--- config.mk ---
export PLATFORM = sky130hd
export DESIGN_NAME = capture_compare_pwm_unit
export DESIGN_NICKNAME = d
export VERILOG_FILES = /design/src/rtl/ccp_pkg.sv /design/src/rtl/capture_if.sv /design/src/rtl/capture_edge_unit.sv /design/src/rtl/capture_compare_pwm_unit.sv
export SDC_FILE = /design/constraint.sdc
export NUM_CORES = 1
export LEC_CHECK = 0
export BUFFER_PORTS_ARGS = -buffer_cell sky130_fd_sc_hd__buf_2
export CORE_MARGIN = 2
export CORE_UTILIZATION = 52
export DETAILED_ROUTE_END_ITERATION = 10
export PLACE_DENSITY = 0.91
export SYNTH_ARGS = -nofsm -noshare
export SYNTH_HDL_FRONTEND = slang
export SYNTH_SLANG_ARGS = --single-unit
--- constraint.sdc ---
create_clock -name ref_clk -period 6.8 [get_ports ref_clk]
set_clock_uncertainty 0.15 [all_clocks]
set_input_delay 0.68 -clock ref_clk [delete_from_list [all_inputs] [get_ports ref_clk]]
set_output_delay 0.68 -clock ref_clk [all_outputs]
set_load 0.05 [all_outputs]
--- src/rtl/ccp_pkg.sv ---
`default_nettype none

package ccp_pkg;

    // unit control register layout
    localparam int          CTRL_W        = 6;
    localparam int          MODE_LSB      = 0;
    localparam int          MODE_MSB      = 3;
    localparam int          DUTY_LSB_LO   = 4;
    localparam int          DUTY_LSB_HI   = 5;
    localparam logic [5:0]  CTRL_RESET    = 6'h00;
    localparam logic [7:0]  CTRL_CLEARED  = 8'h00;
    localparam logic [7:0]  BYTE_RESET    = 8'h00;

    // unit_mode_field codes
    localparam logic [3:0]  MODE_OFF         = 4'h0;
    localparam logic [3:0]  MODE_CMP_TOGGLE  = 4'h2;
    localparam logic [3:0]  MODE_CAP_FALL    = 4'h4;
    localparam logic [3:0]  MODE_CAP_RISE16  = 4'h7;
    localparam logic [3:0]  MODE_CMP_SET     = 4'h8;
    localparam logic [3:0]  MODE_CMP_CLR     = 4'h9;
    localparam logic [3:0]  MODE_CMP_SWINT   = 4'ha;
    localparam logic [3:0]  MODE_CMP_SPECIAL = 4'hb;
    localparam logic [1:0]  MODE_PWM_TOP     = 2'h3;

    // capture event selection, equal to unit_mode_field[1:0] in capture modes
    typedef enum logic [1:0] {
        EDGE_FALL   = 2'h0,
        EDGE_RISE   = 2'h1,
        EDGE_RISE4  = 2'h2,
        EDGE_RISE16 = 2'h3
    } cap_event_e;

    localparam int          PRESC_W       = 4;
    localparam logic [3:0]  PRESC_RESET   = 4'h0;
    localparam logic [3:0]  PRESC_STEP    = 4'h1;
    localparam logic [1:0]  PRESC4_LAST   = 2'h3;
    localparam logic [3:0]  PRESC16_LAST  = 4'hf;

    // timer_select_field codes and timer indices
    localparam int          CC_TIMERS     = 2;
    localparam int          PWM_TIMERS    = 3;
    localparam logic [1:0]  TSEL_A        = 2'h0;
    localparam logic [1:0]  TSEL_B        = 2'h1;
    localparam logic [1:0]  TSEL_C        = 2'h2;
    localparam logic [0:0]  CC_IDX_0      = 1'h0;
    localparam logic [0:0]  CC_IDX_1      = 1'h1;
    localparam logic [1:0]  PWM_IDX_0     = 2'h0;
    localparam logic [1:0]  PWM_IDX_1     = 2'h1;
    localparam logic [1:0]  PWM_IDX_2     = 2'h2;
    localparam logic [9:0]  DUTY_ZERO     = 10'h000;
    localparam logic [9:0]  DUTY_ONE      = 10'h001;

endpackage

`default_nettype wire

--- src/rtl/capture_if.sv ---
`timescale 1ns/10ps
`default_nettype none

interface capture_if;
    logic                sample;
    logic                armed;
    ccp_pkg::cap_event_e sel;
    logic                hit;

    modport ctl (output sample, output armed, output sel, input hit);
    modport det (input sample, input armed, input sel, output hit);
endinterface

`default_nettype wire

--- src/rtl/capture_edge_unit.sv ---
`timescale 1ns/10ps
`default_nettype none

module capture_edge_unit (
    input  wire logic   ref_clk,
    input  wire logic   rst,
    input  wire logic   clk_en,
    capture_if.det      cap
);

    typedef struct packed {
        logic                          sync1;
        logic                          sync2;
        logic                          last;
        logic [ccp_pkg::PRESC_W-1:0]   cnt;
        logic                          hit;
    } edge_state_s;

    edge_state_s q;
    edge_state_s d;
    logic        rise;
    logic        fall;

    always_comb begin
        d       = q;
        d.sync1 = cap.sample;
        d.sync2 = q.sync1;
        d.last  = q.sync2;
        // edges seen only after the second flop, one count per rising edge
        rise    = q.sync2 & ~q.last;
        fall    = ~q.sync2 & q.last;
        d.hit   = 1'h0;
        if (!cap.armed) begin
            d.cnt = ccp_pkg::PRESC_RESET;
        end else begin
            // a change between capture settings keeps the count running
            if (rise) begin
                d.cnt = q.cnt + ccp_pkg::PRESC_STEP;
            end
            unique case (cap.sel)
                ccp_pkg::EDGE_FALL:   d.hit = fall;
                ccp_pkg::EDGE_RISE:   d.hit = rise;
                ccp_pkg::EDGE_RISE4:  d.hit = rise && (q.cnt[1:0] == ccp_pkg::PRESC4_LAST);
                ccp_pkg::EDGE_RISE16: d.hit = rise && (q.cnt == ccp_pkg::PRESC16_LAST);
            endcase
        end
    end

    always_ff @(posedge ref_clk) begin
        if (rst) begin
            q <= '0;
        end else if (clk_en) begin
            q <= d;
        end
    end

    assign cap.hit = q.hit;

endmodule

`default_nettype wire

--- src/rtl/capture_compare_pwm_unit.sv ---
`timescale 1ns/10ps
`default_nettype none

// Function
// - each capture event copies the full 16-bit selected timer into both data bytes
// - capture on every falling, rising, 4th rising or 16th rising pin edge
// - capture sets the event flag; only software clears it
// - a later capture overwrites an unread earlier one without protection
// - with the pin as output, port writes that change it can trigger capture
// - prescaler counter cleared when unit off or not capturing, so reset clears it
// - switching between capture prescalers keeps the counter; may raise the flag
// - compare data pair to timer; match sets flag and drives pin per mode
// - clearing the control register forces the compare output latch low
// - mode 1010 match leaves the pin alone and only sets the flag
// - mode 1011 match pulses a trigger that resets the selected timer
// - the special event trigger does not start any analog conversion
// - pwm period is (limit+1) times four oscillator periods times timer prescale
// - after timebase equals limit: clear timebase, set pin unless 0%, latch duty
// - the timebase postscaler does not affect the pwm period
// - duty is 10 bits: low byte gives eight msbs, control bits 5:4 the lsbs
// - high time is duty value times oscillator period times prescale
// - duty writes take effect at period end; high byte read-only in pwm mode
// - pin clears when latched high byte and 2-bit latch equal timebase plus phase
// - a duty beyond the period never clears the pin, output stays high
// - a select field picks the 16-bit timer and the 8-bit pwm timer
module capture_compare_pwm_unit (
    input  wire logic                                  ref_clk,
    input  wire logic                                  rst,
    input  wire logic                                  clk_en,
    input  wire logic                                  ctrl_wr,
    input  wire logic [7:0]                            ctrl_wdata,
    input  wire logic                                  data_low_wr,
    input  wire logic [7:0]                            data_low_wdata,
    input  wire logic                                  data_high_wr,
    input  wire logic [7:0]                            data_high_wdata,
    input  wire logic                                  flag_clear,
    input  wire logic                                  unit_irq_enable,
    input  wire logic [1:0]                            timer_select_field,
    input  wire logic [ccp_pkg::CC_TIMERS-1:0][15:0]   cc_timer,
    input  wire logic [ccp_pkg::PWM_TIMERS-1:0][7:0]   pwm_timebase_count,
    input  wire logic [ccp_pkg::PWM_TIMERS-1:0][7:0]   pwm_period_limit,
    input  wire logic [ccp_pkg::PWM_TIMERS-1:0]        pwm_timebase_inc,
    input  wire logic [ccp_pkg::PWM_TIMERS-1:0][1:0]   pwm_phase,
    input  wire logic                                  unit_pin_in,
    input  wire logic                                  port_latch,
    input  wire logic                                  pin_direction_bit,
    output logic                                       unit_pin_out,
    output logic                                       unit_pin_oe_n,
    output logic [7:0]                                 unit_control_reg,
    output logic [7:0]                                 data_low_byte,
    output logic [7:0]                                 data_high_byte,
    output logic                                       unit_event_flag,
    output logic                                       unit_irq,
    output logic [ccp_pkg::CC_TIMERS-1:0]              cc_timer_reset,
    output logic [ccp_pkg::PWM_TIMERS-1:0]             pwm_timebase_reset
);

    typedef struct packed {
        logic [ccp_pkg::CTRL_W-1:0]      ctrl;
        logic [7:0]                      lo;
        logic [7:0]                      hi;
        logic [1:0]                      duty_lsb;
        logic                            out_latch;
        logic                            flag;
        logic                            eq_q;
        logic [ccp_pkg::CC_TIMERS-1:0]   cc_rst;
        logic [ccp_pkg::PWM_TIMERS-1:0]  pwm_rst;
    } unit_state_s;

    unit_state_s  q;
    unit_state_s  d;
    capture_if    cap ();

    logic [3:0]   mode;
    logic         is_cap;
    logic         is_cmp;
    logic         is_pwm;
    logic [0:0]   cc_idx;
    logic [1:0]   pwm_idx;
    logic [15:0]  cc_now;
    logic         cmp_eq;
    logic         cmp_hit;
    logic         pwm_roll;
    logic         pwm_match;
    logic         drive_latch;
    logic [9:0]   duty_next;
    logic [9:0]   duty_end;

    assign mode   = q.ctrl[ccp_pkg::MODE_MSB:ccp_pkg::MODE_LSB];
    assign is_cap = (mode >= ccp_pkg::MODE_CAP_FALL) && (mode <= ccp_pkg::MODE_CAP_RISE16);
    assign is_pwm = (mode[3:2] == ccp_pkg::MODE_PWM_TOP);
    assign is_cmp = (mode == ccp_pkg::MODE_CMP_TOGGLE)
                 || ((mode >= ccp_pkg::MODE_CMP_SET) && (mode <= ccp_pkg::MODE_CMP_SPECIAL));

    // reserved select code falls back to the first pair
    always_comb begin
        unique case (timer_select_field)
            ccp_pkg::TSEL_A: begin
                cc_idx  = ccp_pkg::CC_IDX_0;
                pwm_idx = ccp_pkg::PWM_IDX_0;
            end
            ccp_pkg::TSEL_B: begin
                cc_idx  = ccp_pkg::CC_IDX_1;
                pwm_idx = ccp_pkg::PWM_IDX_1;
            end
            ccp_pkg::TSEL_C: begin
                cc_idx  = ccp_pkg::CC_IDX_1;
                pwm_idx = ccp_pkg::PWM_IDX_2;
            end
            default: begin
                cc_idx  = ccp_pkg::CC_IDX_0;
                pwm_idx = ccp_pkg::PWM_IDX_0;
            end
        endcase
    end

    // timer value is used as-is; it must already be in this clock domain
    assign cc_now  = cc_timer[cc_idx];
    assign cmp_eq  = (cc_now == {q.hi, q.lo});
    // timer holds a value for several cycles; act once per arrival at the match
    assign cmp_hit = is_cmp && cmp_eq && !q.eq_q;

    // only the increment pulse and the count are seen, never a postscaler output
    assign pwm_roll  = pwm_timebase_inc[pwm_idx]
                    && (pwm_timebase_count[pwm_idx] == pwm_period_limit[pwm_idx]);
    // clear is registered: match one step early so the pin falls as the count reaches the duty
    assign duty_end  = {q.hi, q.duty_lsb} - ccp_pkg::DUTY_ONE;
    // a duty above {limit, phase} never matches, so the pin stays high
    assign pwm_match = (duty_end
                     == {pwm_timebase_count[pwm_idx], pwm_phase[pwm_idx]});
    assign duty_next = {q.lo, q.ctrl[ccp_pkg::DUTY_LSB_HI:ccp_pkg::DUTY_LSB_LO]};

    // with the pin driven, the capture path sees the port latch it drives
    assign cap.sample = pin_direction_bit ? unit_pin_in : port_latch;
    assign cap.armed  = is_cap;
    assign cap.sel    = ccp_pkg::cap_event_e'(mode[1:0]);

    capture_edge_unit edge_detect (
        .ref_clk (ref_clk),
        .rst     (rst),
        .clk_en  (clk_en),
        .cap     (cap.det)
    );

    always_comb begin
        d         = q;
        d.eq_q    = cmp_eq;
        d.cc_rst  = '0;
        d.pwm_rst = '0;

        if (ctrl_wr) begin
            d.ctrl = ctrl_wdata[ccp_pkg::CTRL_W-1:0];
            if (ctrl_wdata == ccp_pkg::CTRL_CLEARED) begin
                d.out_latch = 1'h0;
            end
        end
        if (data_low_wr) begin
            d.lo = data_low_wdata;
        end
        if (data_high_wr && !is_pwm) begin
            d.hi = data_high_wdata;
        end
        if (flag_clear) begin
            d.flag = 1'h0;
        end

        // hardware updates below override a same-cycle software write or clear
        if (is_cap && cap.hit) begin
            d.hi   = cc_now[15:8];
            d.lo   = cc_now[7:0];
            d.flag = 1'h1;
        end

        if (cmp_hit) begin
            d.flag = 1'h1;
            unique case (mode)
                ccp_pkg::MODE_CMP_SET:     d.out_latch = 1'h1;
                ccp_pkg::MODE_CMP_CLR:     d.out_latch = 1'h0;
                ccp_pkg::MODE_CMP_TOGGLE:  d.out_latch = ~q.out_latch;
                // trigger goes to the timer only; no converter start exists
                ccp_pkg::MODE_CMP_SPECIAL: d.cc_rst[cc_idx] = 1'h1;
                default:                   d.out_latch = q.out_latch;
            endcase
        end

        if (is_pwm) begin
            if (pwm_roll) begin
                d.pwm_rst[pwm_idx] = 1'h1;
                d.hi               = q.lo;
                d.duty_lsb         = q.ctrl[ccp_pkg::DUTY_LSB_HI:ccp_pkg::DUTY_LSB_LO];
                // a zero duty also drops a pin left high by a full-high period
                d.out_latch = (duty_next != ccp_pkg::DUTY_ZERO);
            end else if (pwm_match) begin
                d.out_latch = 1'h0;
            end
        end
    end

    always_ff @(posedge ref_clk) begin
        if (rst) begin
            q          <= '0;
            q.ctrl     <= ccp_pkg::CTRL_RESET;
            q.lo       <= ccp_pkg::BYTE_RESET;
            q.hi       <= ccp_pkg::BYTE_RESET;
        end else if (clk_en) begin
            q <= d;
        end
    end

    // swint and special modes leave the pin following the port latch
    assign drive_latch = is_pwm
                      || (is_cmp && (mode != ccp_pkg::MODE_CMP_SWINT)
                                 && (mode != ccp_pkg::MODE_CMP_SPECIAL));

    assign unit_pin_out       = drive_latch ? q.out_latch : port_latch;
    assign unit_pin_oe_n      = pin_direction_bit;
    assign unit_control_reg   = {2'h0, q.ctrl};
    assign data_low_byte      = q.lo;
    assign data_high_byte     = q.hi;
    assign unit_event_flag    = q.flag;
    assign unit_irq           = q.flag & unit_irq_enable;
    assign cc_timer_reset     = q.cc_rst;
    assign pwm_timebase_reset = q.pwm_rst;

endmodule

`default_nettype wire

==> results_dict.tcl <==
set metrics [dict create \
    start_kind "input port" \
    drt-wirelength-per-cell_um 16.1 \
    slew-limit-headroom 0.173 \
    crit_slowest_cell "nor2b_1" \
    start_util 0.534 \
    hold_viol_final 0 \
    max_freq_mhz 238 \
    cp_num_cells 10 \
    drive_above_1_share 0.327 \
    ant_nets 0 \
    postSynthAreaPerCell_um2 8.05 \
    mostFrequentLayoutCell "buf_2" \
    final_cell_mix "buf_2 (156), nor2_1 (47), mux2i_1 (44), dfxtp_1 (40), a21oi_1 (36)" \
    crit_family "simple AND/OR/NAND/NOR gates" \
    hp-class "flop to flop" \
    io_pins 159 \
    wirelength_um 10200 \
    r2r_setup_slack_ns 4.22 \
    io_buffer_count 156 \
    via_count 3685 \
    worstMarginPinSlew_ns 1.24 \
    cp.required_ns 6.85 \
    netlist_area_um2 3590 \
    ys_ff_latch 40 \
    ctsRootBufferMaster "clkbuf_8" \
    synth_area_leader_cell "dfxtp_1" \
    critical_path_class "input port to flop" \
    holdPathStages 2 \
    ys_async_sr_fraction 0 \
    synth_top_cell_area_share 0.223 \
    diodes 0 \
    grt_antenna_before_repair 0 \
    postCtsSetupRepairBufs 0 \
    power_frac_comb 0.324 \
    cts_resized 0 \
    reg2reg_from "unit_control_reg[2]" \
    pwr-share-clk 0.316 \
    synthFlopType "dfxtp_1" \
    endpoint_kind "flop" \
    dp_worst_setup_slack_ns 2.33 \
    setup_viol 0 \
    gp_congestion 0.879 \
    seqPwrFrac 0.360 \
    syn_inst 446 \
    path_clk_slew_ns 0.08 \
    reg2reg_depth 7 \
    power_density_nw_per_um2 170 \
    p_sw_uw 232 \
    cts_hold_buf 0 \
    yosys_warnings 0 \
    status "complete, no violations" \
    finalNetCount 682 \
    min_period_over_period 0.617 \
    r2r-end "data_low_byte[0]" \
    vdd_ir_drop_max_mv 0.123 \
    total_leakage_power_nw 1.87 \
    yosysSeqAreaShare 0.223 \
    path_max_fanout 22 \
    path_cells "buf_2, inv_1, ha_1, nor2b_1, o2bb2ai_1, xnor2_1, nand3_1, or3_1, mux2i_1, a211oi_1" \
    grt_overflow 0 \
    synth_edf_count 0 \
    swShare 0.323 \
    core_um2 6720 \
    crit_buf_inv 2 \
    p_int_uw 486 \
    dpl.hpwl_um 7880 \
    whs_ns 0.339 \
    grt_max_degree 42 \
    numCtsBuffers 5 \
    maxCapViolCount 0 \
    rsz0062_at_grt "no" \
    grt_pass1_vias 3497 \
    crit_end "data_high_byte[6]" \
    drt_drc_violations_left 0 \
    slew_violations 0 \
    clk_latency_ns 0.30 \
    dieArea_um2 7580 \
    cp_data_arrival_time_ns 4.25 \
    syn_to_final_growth_pct 17.5 \
    synthDistinctLibCells 59 \
    vias_per_cell 5.84 \
    placed_area_um2 4090 \
    dieWidth_um 87.1 \
    dieHeight_um 87.1 \
    drt_iter0_markers 264 \
    clock_path_buffers 2 \
    grt_usage 0.264 \
    slowest_delay_ns 1.05 \
    timing.setup.tns_ns 0 \
    postLayoutCellArea_um2 4220 \
    fp-row-count 30 \
    setup_ws_ns 2.60 \
    grt_pass1_wl_um 16000 \
    startpoint "timer_select_field[0]" \
    drtPass1Iterations 5 \
    synth_area_leaders "dfxtp_1 (22%), mux2i_1 (12%), xnor2_1 (7.6%)" \
    cts_tree "done" \
    cts.sink_count 40 \
    layout_min_cycle_time_ns 4.20 \
    cts_max_level 2 \
]
[worst register-to-register path, stage by stage (launching register included)]
cell	delay (ns)
dfxtp_1	0.58
nor2b_1	0.35
and2_1	0.18
buf_4	0.31
o21ai_1	0.39
a211oi_1	0.36
a21oi_1	0.07
nor2_1	0.13
[kinds of logic after synthesis]
family | count (synthesis) | share of synthesized area
simple gates | 141 | 0.207
compound gates | 108 | 0.210
buf+inv | 70 | 0.122
mux | 49 | 0.141
flops | 40 | 0.223
xor+xnor | 32 | 0.0781
fa+ha+maj | 5 | 0.0174
other cells | 1 | 0.00105
[layout make-up]
| cell class | count | area, µm² |
|---|---|---|
| Fill cell | 587 | 2500 |
| Multi-Input combinational cell | 337 | 2350 |
| Timing Repair Buffer | 159 | 803 |
| Sequential cell | 40 | 801 |
| Tap cell | 80 | 100 |
| Clock buffer | 5 | 68.8 |
| Clock inverter | 2 | 60.1 |
| Inverter | 8 | 30.0 |
[layer usage]
layer / wire length, µm / vias up / global-route usage / share of wire
met5: 0 / - / 0 / 0
met4: 105 / 0 / 0.0625 / 0.010
met3: 850 / 10 / 0.0408 / 0.083
met2: 4970 / 183 / 0.479 / 0.49
met1: 4260 / 1698 / 0.326 / 0.42
li1: - / 1794 / - / -
[Yosys cell counts (5+ instances only)]
library cell / n
o21ai_0: 5
nor2b_1: 13
nand2_1: 21
ha_1: 5
xnor2_1: 31
nor3_1: 7
o2bb2ai_1: 13
and2_1: 5
buf_2: 6
nand4_1: 6
a211oi_1: 25
nand3_1: 13
nor2_1: 47
mux2i_1: 44
nor4_1: 7
dfxtp_1: 40
buf_4: 32
a21oi_1: 36
inv_1: 8
clkbuf_1: 17
[worst min-delay path by stage]
stage | from | to | slack [ns]
CTS | edge_detect.d[6] | edge_detect.d[6] | 0.34
global placement | pwm_timebase_reset[0] | pwm_timebase_reset[0] | 0.31
floorplan | cc_timer_reset[0] | cc_timer_reset[0] | 0.30
finish | edge_detect.d[6] | edge_detect.d[6] | 0.34
detailed placement | pwm_timebase_reset[0] | pwm_timebase_reset[0] | 0.33
global route | cc_timer_reset[0] | cc_timer_reset[0] | 0.37
[metrics by stage]
step	utilization	total power [mW]	std cells
floorplan	-	0.437	447
global placement	0.608	0.491	624
detailed placement	0.608	0.495	624
CTS	0.628	0.720	631
global route	0.628	0.751	631
finish	0.628	0.718	631
[power by group through the flow]
stage | clock (mW) | combinational, mW | sequential (mW)
2_1_floorplan | 0 | 0.182 | 0.255
6_report | 0.227 | 0.232 | 0.259
3_3_place_gp | 0 | 0.228 | 0.263
4_1_cts | 0.229 | 0.233 | 0.258
3_5_place_dp | 0 | 0.232 | 0.264
5_1_grt | 0.237 | 0.254 | 0.260
No activity file was read; power rests on OpenSTA's default activity.
